`config.mk`:
```
export PLATFORM = sky130hd
export DESIGN_NAME = dtc_top
export DESIGN_NICKNAME = d
export VERILOG_FILES = /design/src/verilog/dtc_pkg.sv /design/src/verilog/dtc_top.sv /design/src/verilog/dtc_sync.sv /design/src/verilog/dtc_cycle.sv
export SDC_FILE = /design/constraint.sdc
export NUM_CORES = 1
export LEC_CHECK = 0
export ABC_CLOCK_PERIOD_IN_PS = 3310
export BUFFER_PORTS_ARGS = -buffer_cell sky130_fd_sc_hd__buf_2
export CAP_MARGIN = 30
export CORE_MARGIN = 3
export CORE_UTILIZATION = 55
export CTS_CLUSTER_DIAMETER = 150
export CTS_CLUSTER_SIZE = 24
export DETAILED_ROUTE_END_ITERATION = 16
export HOLD_SLACK_MARGIN = 0.1
export PLACE_DENSITY_LB_ADDON = 0.3
export SYNTH_ARGS = -nofsm -noshare
export SYNTH_HDL_FRONTEND = slang
export SYNTH_SLANG_ARGS = --single-unit
```
`constraint.sdc`:
```
create_clock -name mclk_in -period 3.31 [get_ports mclk_in]
set_clock_uncertainty 0.2 [all_clocks]
set_input_delay 0.1655 -clock mclk_in [delete_from_list [all_inputs] [get_ports mclk_in]]
set_output_delay 0.1655 -clock mclk_in [all_outputs]
set_load 0.02 [all_outputs]
```
`src/verilog/dtc_pkg.sv`:
```
// Package: register map, field positions and timing constants for the dual timer
`default_nettype none
package dtc_pkg;
    // Register offsets on the bus (word indices, not byte addresses, so byte address = 4 * index)
    localparam logic [7:0] RUN_CONTROL_IDX = 8'h88;
    localparam logic [7:0] MODE_CONFIG_IDX = 8'h89;
    localparam logic [7:0] CHAN0_LOW_IDX   = 8'h8A;
    localparam logic [7:0] CHAN1_LOW_IDX   = 8'h8B;
    localparam logic [7:0] CHAN0_HIGH_IDX  = 8'h8C;
    localparam logic [7:0] CHAN1_HIGH_IDX  = 8'h8D;
    localparam logic [7:0] VECTOR_ACK_IDX  = 8'h8E;
    // Reset values
    localparam logic [7:0] RUN_CONTROL_RST = 8'h00;
    localparam logic [7:0] MODE_CONFIG_RST = 8'h00;
    // Run control bit positions
    localparam int CH1_OVF_BIT  = 7;
    localparam int CH1_RUN_BIT  = 6;
    localparam int CH0_OVF_BIT  = 5;
    localparam int CH0_RUN_BIT  = 4;
    localparam int EXT_FLAG_BIT = 1;
    localparam int EXT_TYPE_BIT = 0;
    // Mode config nibble layout
    localparam int GATE_BIT    = 3;
    localparam int SRC_BIT     = 2;
    localparam int MODE_HI_BIT = 1;
    localparam int MODE_LO_BIT = 0;
    localparam int CH1_NIBBLE  = 4;
    // Machine cycle timing
    localparam int OSC_PER_CYCLE_SLOW = 12;
    localparam int OSC_PER_CYCLE_FAST = 6;
    localparam int SAMPLE_PHASE       = 9;
    localparam int UPDATE_PHASE       = 4;
    // Mode field encodings
    typedef enum logic [1:0] {
        DTC_MODE13  = 2'h0,
        DTC_MODE16  = 2'h1,
        DTC_RELOAD8 = 2'h2,
        DTC_SPLIT   = 2'h3
    } dtc_mode_type;
endpackage : dtc_pkg
`default_nettype wire

```
`src/verilog/dtc_top.sv`:
```
// Dual timer/counter with mode, run control and external interrupt flag, Wishbone slave
`default_nettype none
`timescale 1ns/1ps
module dtc_top (
    // Clock and reset
    input  wire logic        mclk_in,
    input  wire logic        rst_n_in,
    // Wishbone slave
    input  wire logic        wb_cyc_in,
    input  wire logic        wb_stb_in,
    input  wire logic        wb_we_in,
    input  wire logic [9:0]  wb_adr_in,
    input  wire logic [3:0]  wb_sel_in,
    input  wire logic [31:0] wb_dat_in,
    output logic      [31:0] wb_dat_out,
    output logic             wb_ack_out,
    // Pins
    input  wire logic        chan0_count_pin_in,
    input  wire logic        chan1_count_pin_in,
    input  wire logic        ext_irq_a_pin_in,
    input  wire logic        ext_irq_b_pin_in,
    // Cycle length and vectoring acknowledges
    input  wire logic        fast_cycle_in,
    input  wire logic        vec_chan0_in,
    input  wire logic        vec_chan1_in,
    input  wire logic        vec_ext_a_in,
    // Status
    output logic             chan0_overflow_flag_out,
    output logic             chan1_overflow_flag_out,
    output logic             ext_irq_a_flag_out
);
    logic [7:0]  run_ctl_q;
    logic [7:0]  mode_cfg_q;
    logic [7:0]  lo_q [2];
    logic [7:0]  hi_q [2];
    logic [1:0]  pend_q;
    logic [1:0]  pin_prev_q;
    logic        ext_prev_q;
    logic        ack_q;
    logic [31:0] rdat_q;
    logic        ovf0_q;
    logic        ovf1_q;
    logic        eflag_q;
    logic [1:0]  cnt_pin_w;
    logic [1:0]  gate_pin_w;
    logic        sample_w;
    logic        update_w;
    logic        req_w;
    logic        wr_w;
    logic [7:0]  idx_w;
    logic [1:0]  ovf_w;
    logic        ext_edge_q;

    // Level and edge detection on synchronised pins
    dtc_sync u_sync_c0 (.mclk_in(mclk_in), .rst_n_in(rst_n_in), .pin_in(chan0_count_pin_in), .level_out(cnt_pin_w[0]));
    dtc_sync u_sync_c1 (.mclk_in(mclk_in), .rst_n_in(rst_n_in), .pin_in(chan1_count_pin_in), .level_out(cnt_pin_w[1]));
    dtc_sync u_sync_ga (.mclk_in(mclk_in), .rst_n_in(rst_n_in), .pin_in(ext_irq_a_pin_in), .level_out(gate_pin_w[0]));
    dtc_sync u_sync_gb (.mclk_in(mclk_in), .rst_n_in(rst_n_in), .pin_in(ext_irq_b_pin_in), .level_out(gate_pin_w[1]));

    dtc_cycle u_cycle (
        .mclk_in    (mclk_in),
        .rst_n_in   (rst_n_in),
        .fast_in    (fast_cycle_in),
        .sample_out (sample_w),
        .update_out (update_w)
    );

    assign req_w = wb_cyc_in && wb_stb_in && !ack_q;
    assign wr_w  = req_w && wb_we_in && wb_sel_in[0];
    assign idx_w = wb_adr_in[9:2];

    // Nibble field extraction for a channel
    function automatic logic [3:0] nib(input logic [7:0] cfg, input int ch);
        nib = ch == 1 ? cfg[7:4] : cfg[3:0];
    endfunction : nib

    // Whether a channel's count is enabled this cycle
    function automatic logic enabled(input logic run, input logic [3:0] n, input logic gpin);
        enabled = run && (!n[dtc_pkg::GATE_BIT] || gpin);
    endfunction : enabled

    // Bus write strobes per channel byte
    logic [1:0] wr_lo_w;
    logic [1:0] wr_hi_w;
    assign wr_lo_w[0] = wr_w && idx_w == dtc_pkg::CHAN0_LOW_IDX;
    assign wr_lo_w[1] = wr_w && idx_w == dtc_pkg::CHAN1_LOW_IDX;
    assign wr_hi_w[0] = wr_w && idx_w == dtc_pkg::CHAN0_HIGH_IDX;
    assign wr_hi_w[1] = wr_w && idx_w == dtc_pkg::CHAN1_HIGH_IDX;

    logic split_w;
    assign split_w = mode_cfg_q[1:0] == dtc_pkg::DTC_SPLIT;

    // Per channel: sample, pend, then apply at update point
    genvar g;
    generate
        for (g = 0; g < 2; g++) begin : g_chan
            logic [3:0] n_w;
            logic       src_ev_w;
            logic       run_w;
            assign n_w   = nib(mode_cfg_q, g);
            assign run_w = run_ctl_q[g == 1 ? dtc_pkg::CH1_RUN_BIT : dtc_pkg::CH0_RUN_BIT];
            // Pin falls between consecutive samples
            assign src_ev_w = n_w[dtc_pkg::SRC_BIT] ? (pin_prev_q[g] && !cnt_pin_w[g]) : 1'b1;

            always_ff @(posedge mclk_in) begin
                if (!rst_n_in) begin
                    pin_prev_q[g] <= 1'b1;
                    pend_q[g]     <= 1'b0;
                end else if (sample_w) begin
                    pin_prev_q[g] <= cnt_pin_w[g];
                    pend_q[g]     <= src_ev_w && enabled(run_w, n_w, gate_pin_w[g]);
                end else if (update_w) begin
                    pend_q[g] <= 1'b0;
                end
            end

            always_ff @(posedge mclk_in) begin
                if (!rst_n_in) begin
                    lo_q[g]    <= 8'h00;
                    hi_q[g]    <= 8'h00;
                    ovf_w[g]   <= 1'b0;
                end else begin
                    ovf_w[g] <= 1'b0;
                    if (wr_lo_w[g]) begin
                        lo_q[g] <= wb_dat_in[7:0];
                    end else if (update_w && pend_q[g]) begin
                        case (n_w[1:0])
                            dtc_pkg::DTC_MODE13: begin
                                lo_q[g] <= {3'h0, lo_q[g][4:0] + 5'h01};
                                if (lo_q[g][4:0] == 5'h1F) begin
                                    ovf_w[g] <= hi_q[g] == 8'hFF;
                                end
                            end
                            dtc_pkg::DTC_MODE16: begin
                                lo_q[g] <= lo_q[g] + 8'h01;
                                ovf_w[g] <= lo_q[g] == 8'hFF && hi_q[g] == 8'hFF;
                            end
                            dtc_pkg::DTC_RELOAD8: begin
                                lo_q[g]  <= lo_q[g] == 8'hFF ? hi_q[g] : lo_q[g] + 8'h01;
                                ovf_w[g] <= lo_q[g] == 8'hFF;
                            end
                            default: begin
                                // Channel 1 holds; channel 0 low byte counts alone
                                if (g == 0) begin
                                    lo_q[g]  <= lo_q[g] + 8'h01;
                                    ovf_w[g] <= lo_q[g] == 8'hFF;
                                end
                            end
                        endcase
                    end
                    if (wr_hi_w[g]) begin
                        hi_q[g] <= wb_dat_in[7:0];
                    end else if (g == 0 && split_w && update_w
                                 && run_ctl_q[dtc_pkg::CH1_RUN_BIT]) begin
                        hi_q[g] <= hi_q[g] + 8'h01;
                    end else if (update_w && pend_q[g]) begin
                        if ((n_w[1:0] == dtc_pkg::DTC_MODE13 && lo_q[g][4:0] == 5'h1F)
                            || (n_w[1:0] == dtc_pkg::DTC_MODE16 && lo_q[g] == 8'hFF)) begin
                            hi_q[g] <= hi_q[g] + 8'h01;
                        end
                    end
                end
            end
        end
    endgenerate

    // Split high byte overflow drives channel 1 flag
    logic split_hi_ovf_w;
    assign split_hi_ovf_w = split_w && update_w && run_ctl_q[dtc_pkg::CH1_RUN_BIT]
                            && hi_q[0] == 8'hFF && !wr_hi_w[0];

    // Channel 1 flag comes only from split high byte while channel 0 splits
    logic set1_w;
    assign set1_w = split_w ? split_hi_ovf_w : ovf_w[1];

    // External flag: edge or level
    always_ff @(posedge mclk_in) begin
        if (!rst_n_in) begin
            ext_prev_q <= 1'b1;
            ext_edge_q <= 1'b0;
        end else begin
            ext_prev_q <= gate_pin_w[0];
            ext_edge_q <= ext_prev_q && !gate_pin_w[0];
        end
    end

    // Control register; hardware set beats any clear
    always_ff @(posedge mclk_in) begin
        if (!rst_n_in) begin
            run_ctl_q <= dtc_pkg::RUN_CONTROL_RST;
        end else begin
            if (wr_w && idx_w == dtc_pkg::RUN_CONTROL_IDX) begin
                run_ctl_q <= wb_dat_in[7:0] & 8'hF3;
            end
            if (vec_chan0_in) begin
                run_ctl_q[dtc_pkg::CH0_OVF_BIT] <= 1'b0;
            end
            if (vec_chan1_in) begin
                run_ctl_q[dtc_pkg::CH1_OVF_BIT] <= 1'b0;
            end
            if (ovf_w[0]) begin
                run_ctl_q[dtc_pkg::CH0_OVF_BIT] <= 1'b1;
            end
            if (set1_w) begin
                run_ctl_q[dtc_pkg::CH1_OVF_BIT] <= 1'b1;
            end
            if (!run_ctl_q[dtc_pkg::EXT_TYPE_BIT]) begin
                run_ctl_q[dtc_pkg::EXT_FLAG_BIT] <= !gate_pin_w[0];
            end else begin
                if (vec_ext_a_in) begin
                    run_ctl_q[dtc_pkg::EXT_FLAG_BIT] <= 1'b0;
                end
                if (ext_edge_q) begin
                    run_ctl_q[dtc_pkg::EXT_FLAG_BIT] <= 1'b1;
                end
            end
        end
    end

    always_ff @(posedge mclk_in) begin
        if (!rst_n_in) begin
            mode_cfg_q <= dtc_pkg::MODE_CONFIG_RST;
        end else if (wr_w && idx_w == dtc_pkg::MODE_CONFIG_IDX) begin
            mode_cfg_q <= wb_dat_in[7:0];
        end
    end

    // Bus answer one cycle after request; unmapped reads return zero
    always_ff @(posedge mclk_in) begin
        if (!rst_n_in) begin
            ack_q  <= 1'b0;
            rdat_q <= 32'h0000_0000;
        end else begin
            ack_q <= req_w;
            case (idx_w)
                dtc_pkg::RUN_CONTROL_IDX: rdat_q <= {24'h000000, run_ctl_q};
                dtc_pkg::MODE_CONFIG_IDX: rdat_q <= {24'h000000, mode_cfg_q};
                dtc_pkg::CHAN0_LOW_IDX:   rdat_q <= {24'h000000, lo_q[0]};
                dtc_pkg::CHAN1_LOW_IDX:   rdat_q <= {24'h000000, lo_q[1]};
                dtc_pkg::CHAN0_HIGH_IDX:  rdat_q <= {24'h000000, hi_q[0]};
                dtc_pkg::CHAN1_HIGH_IDX:  rdat_q <= {24'h000000, hi_q[1]};
                default:                  rdat_q <= 32'h0000_0000;
            endcase
        end
    end

    always_ff @(posedge mclk_in) begin
        if (!rst_n_in) begin
            ovf0_q  <= 1'b0;
            ovf1_q  <= 1'b0;
            eflag_q <= 1'b0;
        end else begin
            ovf0_q  <= run_ctl_q[dtc_pkg::CH0_OVF_BIT];
            ovf1_q  <= run_ctl_q[dtc_pkg::CH1_OVF_BIT];
            eflag_q <= run_ctl_q[dtc_pkg::EXT_FLAG_BIT];
        end
    end

    assign wb_ack_out              = ack_q;
    assign wb_dat_out              = rdat_q;
    assign chan0_overflow_flag_out = ovf0_q;
    assign chan1_overflow_flag_out = ovf1_q;
    assign ext_irq_a_flag_out      = eflag_q;

    // Overflow in 8-bit reload leaves the low byte at the high byte value
    reload_value_a: assert property (@(posedge mclk_in) disable iff (!rst_n_in)
        (ovf_w[1] && mode_cfg_q[5:4] == dtc_pkg::DTC_RELOAD8 && !split_w && !$past(wr_lo_w[1]))
        |-> lo_q[1] == hi_q[1]) else $error("reload missing");
    flag_follows_a: assert property (@(posedge mclk_in) disable iff (!rst_n_in)
        ovf_w[0] |=> run_ctl_q[dtc_pkg::CH0_OVF_BIT]) else $error("overflow flag not set");
    stop_hold_a: assert property (@(posedge mclk_in) disable iff (!rst_n_in)
        (mode_cfg_q[5:4] == dtc_pkg::DTC_SPLIT && !wr_lo_w[1]) |=> $stable(lo_q[1])) else $error("ch1 moved");
    run_gate_a: assert property (@(posedge mclk_in) disable iff (!rst_n_in)
        (sample_w && !run_ctl_q[dtc_pkg::CH0_RUN_BIT]) |=> !pend_q[0]) else $error("count while stopped");
    level_type_a: assert property (@(posedge mclk_in) disable iff (!rst_n_in)
        (!run_ctl_q[dtc_pkg::EXT_TYPE_BIT] && !$past(wr_w)) |=> run_ctl_q[dtc_pkg::EXT_FLAG_BIT] == !$past(gate_pin_w[0]))
        else $error("level flag mismatch");
    mode13_top_a: assert property (@(posedge mclk_in) disable iff (!rst_n_in)
        (update_w && pend_q[0] && mode_cfg_q[1:0] == dtc_pkg::DTC_MODE13 && !wr_lo_w[0])
        |=> lo_q[0][7:5] == 3'h0) else $error("mode 0 upper bits");
    bus_ack_a: assert property (@(posedge mclk_in) disable iff (!rst_n_in)
        req_w |=> wb_ack_out ##1 !wb_ack_out) else $error("ack timing");
    reserved_zero_a: assert property (@(posedge mclk_in) disable iff (!rst_n_in)
        run_ctl_q[3:2] == 2'h0) else $error("reserved bits set");
endmodule : dtc_top
`default_nettype wire

```
`src/verilog/dtc_sync.sv`:
```
// Three-stage pin synchroniser with agreement filter
`default_nettype none
`timescale 1ns/1ps
module dtc_sync (
    // Clock and reset
    input  wire logic mclk_in,
    input  wire logic rst_n_in,
    // Pin and filtered level
    input  wire logic pin_in,
    output logic      level_out
);
    logic s1_q;
    logic s2_q;
    logic s3_q;
    logic level_q;

    always_ff @(posedge mclk_in) begin
        if (!rst_n_in) begin
            s1_q <= 1'b1;
            s2_q <= 1'b1;
            s3_q <= 1'b1;
        end else begin
            s1_q <= pin_in;
            s2_q <= s1_q;
            s3_q <= s2_q;
        end
    end

    // Change counts only once stages two and three agree
    always_ff @(posedge mclk_in) begin
        if (!rst_n_in) begin
            level_q <= 1'b1;
        end else if (s2_q == s3_q) begin
            level_q <= s3_q;
        end
    end

    assign level_out = level_q;
endmodule : dtc_sync
`default_nettype wire

```
`src/verilog/dtc_cycle.sv`:
```
// Machine cycle phase generator
`default_nettype none
`timescale 1ns/1ps
module dtc_cycle (
    // Clock and reset
    input  wire logic mclk_in,
    input  wire logic rst_n_in,
    // Cycle length select
    input  wire logic fast_in,
    // Phase strobes
    output logic      sample_out,
    output logic      update_out
);
    logic [3:0] phase_q;
    logic [3:0] last_w;

    assign last_w = fast_in ? 4'(dtc_pkg::OSC_PER_CYCLE_FAST - 1) : 4'(dtc_pkg::OSC_PER_CYCLE_SLOW - 1);

    always_ff @(posedge mclk_in) begin
        if (!rst_n_in) begin
            phase_q <= 4'h0;
        end else if (phase_q >= last_w) begin
            phase_q <= 4'h0;
        end else begin
            phase_q <= phase_q + 4'h1;
        end
    end

    // Fast cycles place both points within the shorter cycle
    assign sample_out = fast_in ? (phase_q == 4'(dtc_pkg::OSC_PER_CYCLE_FAST - 1))
                                : (phase_q == 4'(dtc_pkg::SAMPLE_PHASE));
    assign update_out = fast_in ? (phase_q == 4'h1) : (phase_q == 4'(dtc_pkg::UPDATE_PHASE));
endmodule : dtc_cycle
`default_nettype wire

```
## After elaboration in Yosys (flattened, before gate mapping)

Memory sizes are Yosys's and may differ from the RTL's.
Index checks and enable logic that the tools add are counted.

- Muxes and demuxes: 101
- Equality and inequality tests: 26
- Multiply operators: 0
- Shifts and indexed selects: 0
- Div/mod/pow operators: 0
- Add/sub/neg operators: 7
- Reductions and logical operators: 49
- Bitwise logic cells: 17
- Magnitude comparators: 1

Operator list:

| operator | count |
|---|---|
| $mux 8 | 17 |
| $eq 8x8->1 const B | 10 |
| $mux 1 | 80 |
| $pmux 8 s6 | 1 |
| $add 8x1->8 const B | 4 |
| $logic_and 1x1->1 | 29 |
| $or 1x1->1 | 14 |
| $add 5x1->5 const B | 2 |
| $eq 5x5->1 const B | 2 |
| $reduce_or 3->1 | 3 |
| $eq 4x3->1 const B | 2 |
| $logic_not 1->1 | 7 |
| $eq 2x2->1 const B | 3 |
| $reduce_bool 3->1 | 2 |
| $add 4x1->4 const B | 1 |
| $eq 1x1->1 | 4 |
| $eq 2x1->1 const B | 2 |
| $eq 4x1->1 const B | 1 |
| $eq 4x4->1 const B | 1 |
| $ge 4x4->1 | 1 |
| $logic_not 2->1 | 2 |
| $logic_or 1x1->1 | 4 |
| $mux 4 | 1 |
| $ne 4x2->1 const B | 1 |
| 5 further kinds | 7 |

- Memories: 2
- RAM bits: 32
- Bits in latches: 0
- Input bits: 59
- Register bits: 78
- ROM bits: 0
- Output and inout port bits: 36

Memories:

| name | words | width | read ports | clocked after Yosys merged registers in | write ports | line | RTL |
|---|---|---|---|---|---|---|---|
| hi_q | 2 | 8 | 2 | 0 | 2 | dtc_top.sv:35 | `logic [7:0] hi_q [2];` |
| lo_q | 2 | 8 | 2 | 0 | 2 | dtc_top.sv:34 | `logic [7:0] lo_q [2];` |

## Logic depth before layout (Yosys ltp)

Gate-level depths: netlist (run 1).

- Word-level depth: 13
- Depth in mapped cells: 8
- Depth with buffers taken out: 7

## Modules after synthesis

From an unflattened synthesis (run 1), not the netlist that was laid out.

- Cells, all modules: 507
- Area total of the unflattened synthesis: 4,717.0 um^2

Modules (own cells, without submodules):

| module | area an instance (um^2) | cells an instance | sequential area each (um^2) | times used |
|---|---|---|---|---|
| dtc_top | 4,022.6 | 441 | 1,641.6 | 1 |
| dtc_sync | 112.6 | 10 | 80.1 | 4 |
| dtc_cycle | 244.0 | 26 | 80.1 | 1 |

## Worst setup path after synthesis (run 1)

No wires, ideal clock.

- Kind: register -> register
- From: reg u_cycle.phase_q[2]
- To: mem hi_q[0][0] (enable)
- Buffers on the path: 0
- Setup time: 0.334 ns
- Setup slack: 0.863 ns
- Stages on the path, launching flop included: 6
- Clock period less this slack: 2.447 ns
- Required time: 2.776 ns
- Arrival: 1.912 ns
- Cells stage by stage: dfxtp_1 -> ha_1 -> nor4_4 -> nand2_1 -> o31ai_2 -> nand2b_1

RTL lines:

| item | line | RTL |
|---|---|---|
| start, declared | dtc_cycle.sv:14 | `logic [3:0] phase_q;` |
| start signal, assigned | dtc_cycle.sv:25 | `phase_q <= phase_q + 4'h1;` |
| end, declared | dtc_top.sv:35 |  |

## Worst setup path in the final report (run 1)

- From: in wb_cyc_in
- To: reg run_ctl_q[7]

- Cells in the longest elaborated chain, start to end: 9
- Elaborated cells on any way between the ends: 11
- Classes of those cells: mux (2); reduce/logical (9)

RTL lines:

| item | line | RTL |
|---|---|---|
| start, declared | dtc_top.sv:9 | `input wire logic wb_cyc_in,` |
| $logic_and 1x1->1 * (2 in series) | dtc_top.sv:68 | `assign req_w = wb_cyc_in && wb_stb_in && !ack_q;` |
| $logic_and 1x1->1 * (2 in series) | dtc_top.sv:69 | `assign wr_w = req_w && wb_we_in && wb_sel_in[0];` |
| $logic_and 1x1->1 | dtc_top.sv:87 | `assign wr_hi_w[0] = wr_w && idx_w == dtc_pkg::CHAN0_HIGH_IDX;` |
| $logic_not 1->1 | dtc_top.sv:170 | `&& hi_q[0] == 8'hFF && !wr_hi_w[0];` |
| $logic_and 1x1->1 | dtc_top.sv:170 |  |
| $mux 1 | dtc_top.sv:174 | `assign set1_w = split_w ? split_hi_ovf_w : ovf_w[1];` |
| $reduce_bool 3->1 (no source line) or $mux 1 (tied branches) | - |  |
| end signal, assigned | dtc_top.sv:190 | `run_ctl_q <= dtc_pkg::RUN_CONTROL_RST;` |
| end signal, assigned | dtc_top.sv:193 | `run_ctl_q <= wb_dat_in[7:0] & 8'hF3;` |
| end signal, assigned by index | dtc_top.sv:208 | `run_ctl_q[dtc_pkg::EXT_FLAG_BIT] <= !gate_pin_w[0];` |
| end, declared | dtc_top.sv:32 | `logic [7:0] run_ctl_q;` |

Mark *: on every way between the ends. The rest lies on a longest branch, timed or not.
A chain may end at the register's enable or synchronous reset.

==> results of run 1 <==
[repair_timing]
item                                   CTS  global route
resized for setup                        0             0
hold buffers                            24             0
endpoints found under the hold margin   48             0
[worst reg2reg max path: stages (launching register included)]
cell and delay, ps:
edfxtp_1 480, ha_1 320, and4_1 380, mux2i_1 140, a2111o_4 560, nand3b_1 340
[cell type report]
type / instances / area, um2 / area share
clock buffer: 9 / 124 / 0.0230
timing repair buffer: 71 / 490 / 0.0912
multi-input combinational: 386 / 2490 / 0.463
tap: 105 / 131 / 0.0244
sequential: 86 / 2040 / 0.380
inverter: 15 / 56.3 / 0.0105
clock inverter: 7 / 46.3 / 0.00860
[logic make-up (layout without fill, tap and decap cells)]
group / Yosys count / count (layout) / share of synthesized area
mux: 14 / 14 / 0.0294
flops: 86 / 86 / 0.425
other cells: 1 / 24 / 0.000781
xor+xnor: 23 / 23 / 0.0420
fa+ha+maj: 11 / 11 / 0.0287
compound gates: 129 / 129 / 0.195
simple gates: 185 / 185 / 0.205
buf+inv: 66 / 102 / 0.0743
[placed cells by master (no fill, tap or decap), drive strengths merged, types with 6 or more instances in the layout]
cell	count
nand2b	14
o21ai	26
nand3	28
dlygate4sd3	24
and3	14
inv	18
buf	47
nor2	27
xnor2	8
nor2b	9
mux2i	13
and4	8
a21boi	8
a32o	8
a22oi	14
edfxtp	32
a31oi	9
nor3	7
conb	24
clkbuf	9
and2	8
nand2	51
ha	11
xor2	15
dfxtp	54
a22o	6
a21oi	22
[report_power, final]
group | switching (mW) | internal (mW) | leakage [nW]
clock network | 0.401 | 0.273 | 0.0817
registers | 0.0371 | 1.12 | 0.762
logic | 0.118 | 0.0735 | 1.28
[per-layer routing]
layer	part of all wire	up-vias
li1	-	1956
met1	0.42	1950
met2	0.45	246
met3	0.099	28
met4	0.025	0
met5	0	-
[per-stage QoR]
| stage | utilization | power, mW | hold slack (ps) | worst slack (ps) |
|---|---|---|---|---|
| 2_1_floorplan | - | 1.30 | 67.0 | 863 |
| 3_3_place_gp | 0.596 | 1.35 | 145 | 619 |
| 3_5_place_dp | 0.596 | 1.35 | 149 | 562 |
| 4_1_cts | 0.645 | 2.03 | 128 | 535 |
| 5_1_grt | 0.645 | 2.10 | 197 | 399 |
| 6_report | 0.645 | 2.02 | 133 | 524 |
[registers in the layout, summed over array words and instances (netlist names), 2 cells and up]
name and count:
ovf_w 2, u_cycle.phase_q 4, lo_q 16, pin_prev_q 2, mode_cfg_q 8, run_ctl_q 6
wb_dat_out 8, hi_q 16, pend_q 2
[worst paths after layout]
path | from | endpoint | depth (start not counted) | slack, ps
max reg2reg | lo_q[1][0] | hi_q[1][2] | 5 | 550
min | fast_cycle_in | u_cycle.phase_q[1] | 4 | 130
max | wb_cyc_in | run_ctl_q[7] | 8 | 520
min reg2reg | u_sync_gb.s1_q | u_sync_gb.s2_q | 1 | 210
==> impl_results.md, run 1 <==
- Layout Area Growth over Synthesis: 12.0%
- Slowest stage delay, CP: 640 ps
- Reg clk slew, reported paths: 90 ps
- Worst endpoint required time: 3370 ps
- Core box area: 8340 um2
- Dpl hpwl: 8670 um
- Final hold vios: 0
- CP Capture Type: flip-flop
- Worst min-delay path class: input pin to flip-flop
- Placed insts: 639
- Synth cell types: 69
- Avg Cell Area, Syn: 9.32 um2
- Gpl congestion: 0.957
- Largest net degree at the start of global routing: 34
- Crit-path cells: dlygate4sd3_1, buf_2, and3b_1, and3_1, nand3_2, mux2i_1, o22ai_1, dlygate4sd3_1
- Yosys reg bits: 86
- Finished Cell Area: 5380 um2
- Crit path top cell by count: dlygate4sd3_1
- Post-Layout Cell Count: 679
- Pwr/cell area: 376 nW/um2
- Initial antenna violation count: 0
- Max IR drop VDD: 0.269 mV
- Starting DRT DRC Count: 455
- Tcrit/Tclk final: 0.842
- Netlist Area Pre-Place: 4800 um2
- Worst rel slew slack: 0.441
- Setup tns final: 0 ps
- Clk_lat worst skew: 370 ps
- Ys Warns: 0
- FFs w/ async S/R, synth: 0
- Total wire length: 12300 um
- CTS Sinks: 86
- Critical Path AT: 2840 ps
- MaxCap Viol Count: 0
- Post-synth EDFFs: 32
- Crit Path Category: input pin to flip-flop
- Vias in the first global route: 3810
- Status: finished, final reports clean
- Routed wire per std cell: 18.1 um
- Dpl cell area: 4970 um2
- Clock H-tree levels: 3
- Top delay family on crit path: buffers and inverters
- Post-Synthesis Cells: 515
- Layout cell share with drive strength beyond 1: 0.134
- CTS root buf: clkbuf_8
- Fin crit period: 2790 ps
- Die H: 99.4 um
- Die Area: 9890 um2
- I/O Buffers: 41
- Via count of the routed design: 4180
- Global Route Usage Sum: 0.253
- Predominant post-synthesis flop cell: dfxtp_1
- GR peak layer: met2
- CTS Buf Count: 9
- N_diodes: 0
- DR pass1 iterations: 6
- Most frequent cell after synthesis: dfxtp_1
- Crit-path slowest cell: and3_1
- Ranking of synthesized cells by area: dfxtp_1 23%, edfxtp_1 20%, nand2_1 4.0%, buf_4 3.9%, ha_1 2.9%
- Synth top cells by count: 54 x dfxtp_1, 51 x nand2_1, 32 x edfxtp_1
- Grt total ovfl: 0
- Die width: 99.4 um
- Post-synth top area share: 0.225
- First-pass GRT wire length: 19700 um
- CP Buf/Inv Count: 3
- Initial core utilization: 0.576
- RSZ-0062 raised after global routing: false
- Sequential share of the synthesized area: 0.425
- Max frequency: 359 MHz
- Critical path peak fanout: 18
- Slew @ Worst Pin: 835 ps
- Post-synth top area cell: dfxtp_1
- Clock tree buffer depth: 2
- Lkg Pwr: 2.12 nW
- Element type at the critical path start: input pin
- Met3 Usage GRT: 0.0477
- Row count: 33
- Fin nets: 639
- I/O pin cnt: 95
- # DRC: 0
- Met2 usage: 0.385
- TritonCTS clock tree: done
- Routed Antenna Nets: 0
- Endpoints failing setup: 0
- GR Util met1: 0.364
- Postcts setup bufs: 0
- Filler cells: 701
- Final slew viol count: 0
- Vias per std cell: 6.16
No activity file was read; power rests on OpenSTA's default activity.
==> run 2: changes to the inputs <==
ABC_CLOCK_PERIOD_IN_PS = 2600   (was 3310)
clock period = 2.6 ns   (was 3.31 ns; I/O delays follow)
==> impl_results.md, run 2 (synthesis results as in run 1) <==
- CP Capture Type: flip-flop
- Comb pwr share: 0.099
- Layout Area Growth over Synthesis: 16.6%
- # DRC: 0
- Crit Path Category: input pin to flip-flop
- Worst min-delay path class: input pin to flip-flop
- Initial antenna violation count: 0
- Final hold vios: 0
- Initial core utilization: 0.576
- TritonCTS clock tree: done
- Fin crit period: 2490 ps
- Internal power: 2.01 mW
- CTS root buf: clkbuf_8
- Largest registers: hi_q x16, lo_q x16
- Flop pwr share: 0.539
- Status: finished, final reports clean
- Clock H-tree levels: 3
- Tcrit/Tclk final: 0.958
- Via count of the routed design: 4337
- Switch share: 0.264
- Endpoints failing setup: 0
- Reg clk slew, reported paths: 90 ps
- Routed Antenna Nets: 0
- Gpl congestion: 0.930
- Core box area: 8340 um2
- Element type at the critical path start: input pin
- Vias per std cell: 6.19
- CTS Sinks: 86
- Clk_lat worst skew: 370 ps
- Critical Path AT: 2540 ps
- Clock tree buffer depth: 2
- Vias in the first global route: 4013
- Max frequency: 401 MHz
- Largest net degree at the start of global routing: 38
- RSZ-0062 raised after global routing: false
- Final slew viol count: 0
- Pwr/cell area: 487 nW/um2
- Slew @ Worst Pin: 852 ps
- Clk pwr share: 0.362
- Starting DRT DRC Count: 490
- Final Power: 2.73 mW
- Setup tns final: 0 ps
- Global Route Usage Sum: 0.266
- I/O pin cnt: 95
- Commonest non-fill, non-tap cell in the layout: dfxtp_1
- Switch Pwr: 0.720 mW
- Layout cell share with drive strength beyond 1: 0.169
- Die width: 99.4 um
- Max IR drop VDD: 0.396 mV
- MaxCap Viol Count: 0
- Critical path peak fanout: 8
- CTS Buf Count: 9
- Worst rel slew slack: 0.430
- Routed wire per std cell: 18.5 um
- Lkg Pwr: 2.26 nW
- Row count: 33
- DR pass1 iterations: 8
- Most frequent cells in the layout: 54 x dfxtp_1, 51 x nand2_1, 41 x buf_2
- Dpl hpwl: 9030 um
- First-pass GRT wire length: 20600 um
- Fin nets: 661
- Total wire length: 13000 um
- Grt total ovfl: 0
- Die H: 99.4 um
- Die Area: 9890 um2
- I/O Buffers: 41
- Worst endpoint required time: 2650 ps
- N_diodes: 0
- Layout Utilization: 0.671
-- run 2: cell types whose count changed in the layout (fill, tap and decap cells not counted) --
cell / change
inv_4: -1
inv_8: +1
inv_6: -1
nand2b_1: -1
clkinv_2: +1
buf_12: +1
clkinvlp_4: -1
clkbuf_16: +2
nand2b_2: +1
clkinv_1: -1
buf_4: +21
-- run 2: layout make-up --
type | instances | area (um2)
multi-input cells | 386 | 2490
clock inverters | 5 | 36.3
well taps | 105 | 131
fillers | 677 | 2740
inverters | 15 | 56.3
flip-flops and latches | 86 | 2040
clock buffers | 11 | 174
repair buffers | 93 | 668
-- run 2: power groups by stage --
stage,Combinational (mW),Sequential [mW],Clock [mW]
floorplan,0.174,1.49,0
global placement,0.230,1.50,0
detailed placement,0.234,1.50,0
CTS,0.259,1.47,1.00
global route,0.293,1.47,1.06
finish,0.269,1.47,0.986
-- run 2: final timing paths --
check                 start             end  slack, ps  depth (start not counted)
max               wb_cyc_in   mode_cfg_q[1]        110                          9
min reg2reg  u_sync_c0.s1_q  u_sync_c0.s2_q        210                          1
max reg2reg      wb_ack_out   mode_cfg_q[1]        120                          7
min            wb_adr_in[8]   wb_dat_out[5]        140                          4
-- run 2: stage by stage --
stage / instance area (um2) / hold slack (ps) / worst slack [ps] / std cells
5_1_grt: 5600 / 167 / 36.4 / 701
3_5_place_dp: 5130 / 117 / 60.0 / 660
6_report: 5600 / 141 / 109 / 701
3_3_place_gp: 5130 / 112 / 103 / 660
4_1_cts: 5580 / 113 / 38.5 / 700
2_1_floorplan: 4890 / 31.5 / 153 / 538
-- run 2: layer usage --
| metal | part of all wire | track usage | up-vias |
|---|---|---|---|
| met5 | 0 | 0 | - |
| met1 | 0.41 | 0.360 | 2016 |
| met4 | 0.036 | 0.114 | 0 |
| met3 | 0.11 | 0.0547 | 41 |
| li1 | - | - | 1999 |
| met2 | 0.45 | 0.415 | 281 |
-- run 2: critical path, cell delays in order --
cell           delay [ps]
dlygate4sd3_1         510
buf_2                  90
and3b_1               180
and3_1                410
buf_4                 220
nand2_1               200
nand2_1               140
a21boi_0               80
dlygate4sd3_1         560
-- run 2: repair_timing --
action | in CTS | in global routing
hold endpoints to repair | 53 | 0
endpoints found under the setup margin | 0 | 16
gates resized for setup | 0 | 1
setup buffers | 0 | 1
hold buffers | 24 | 0
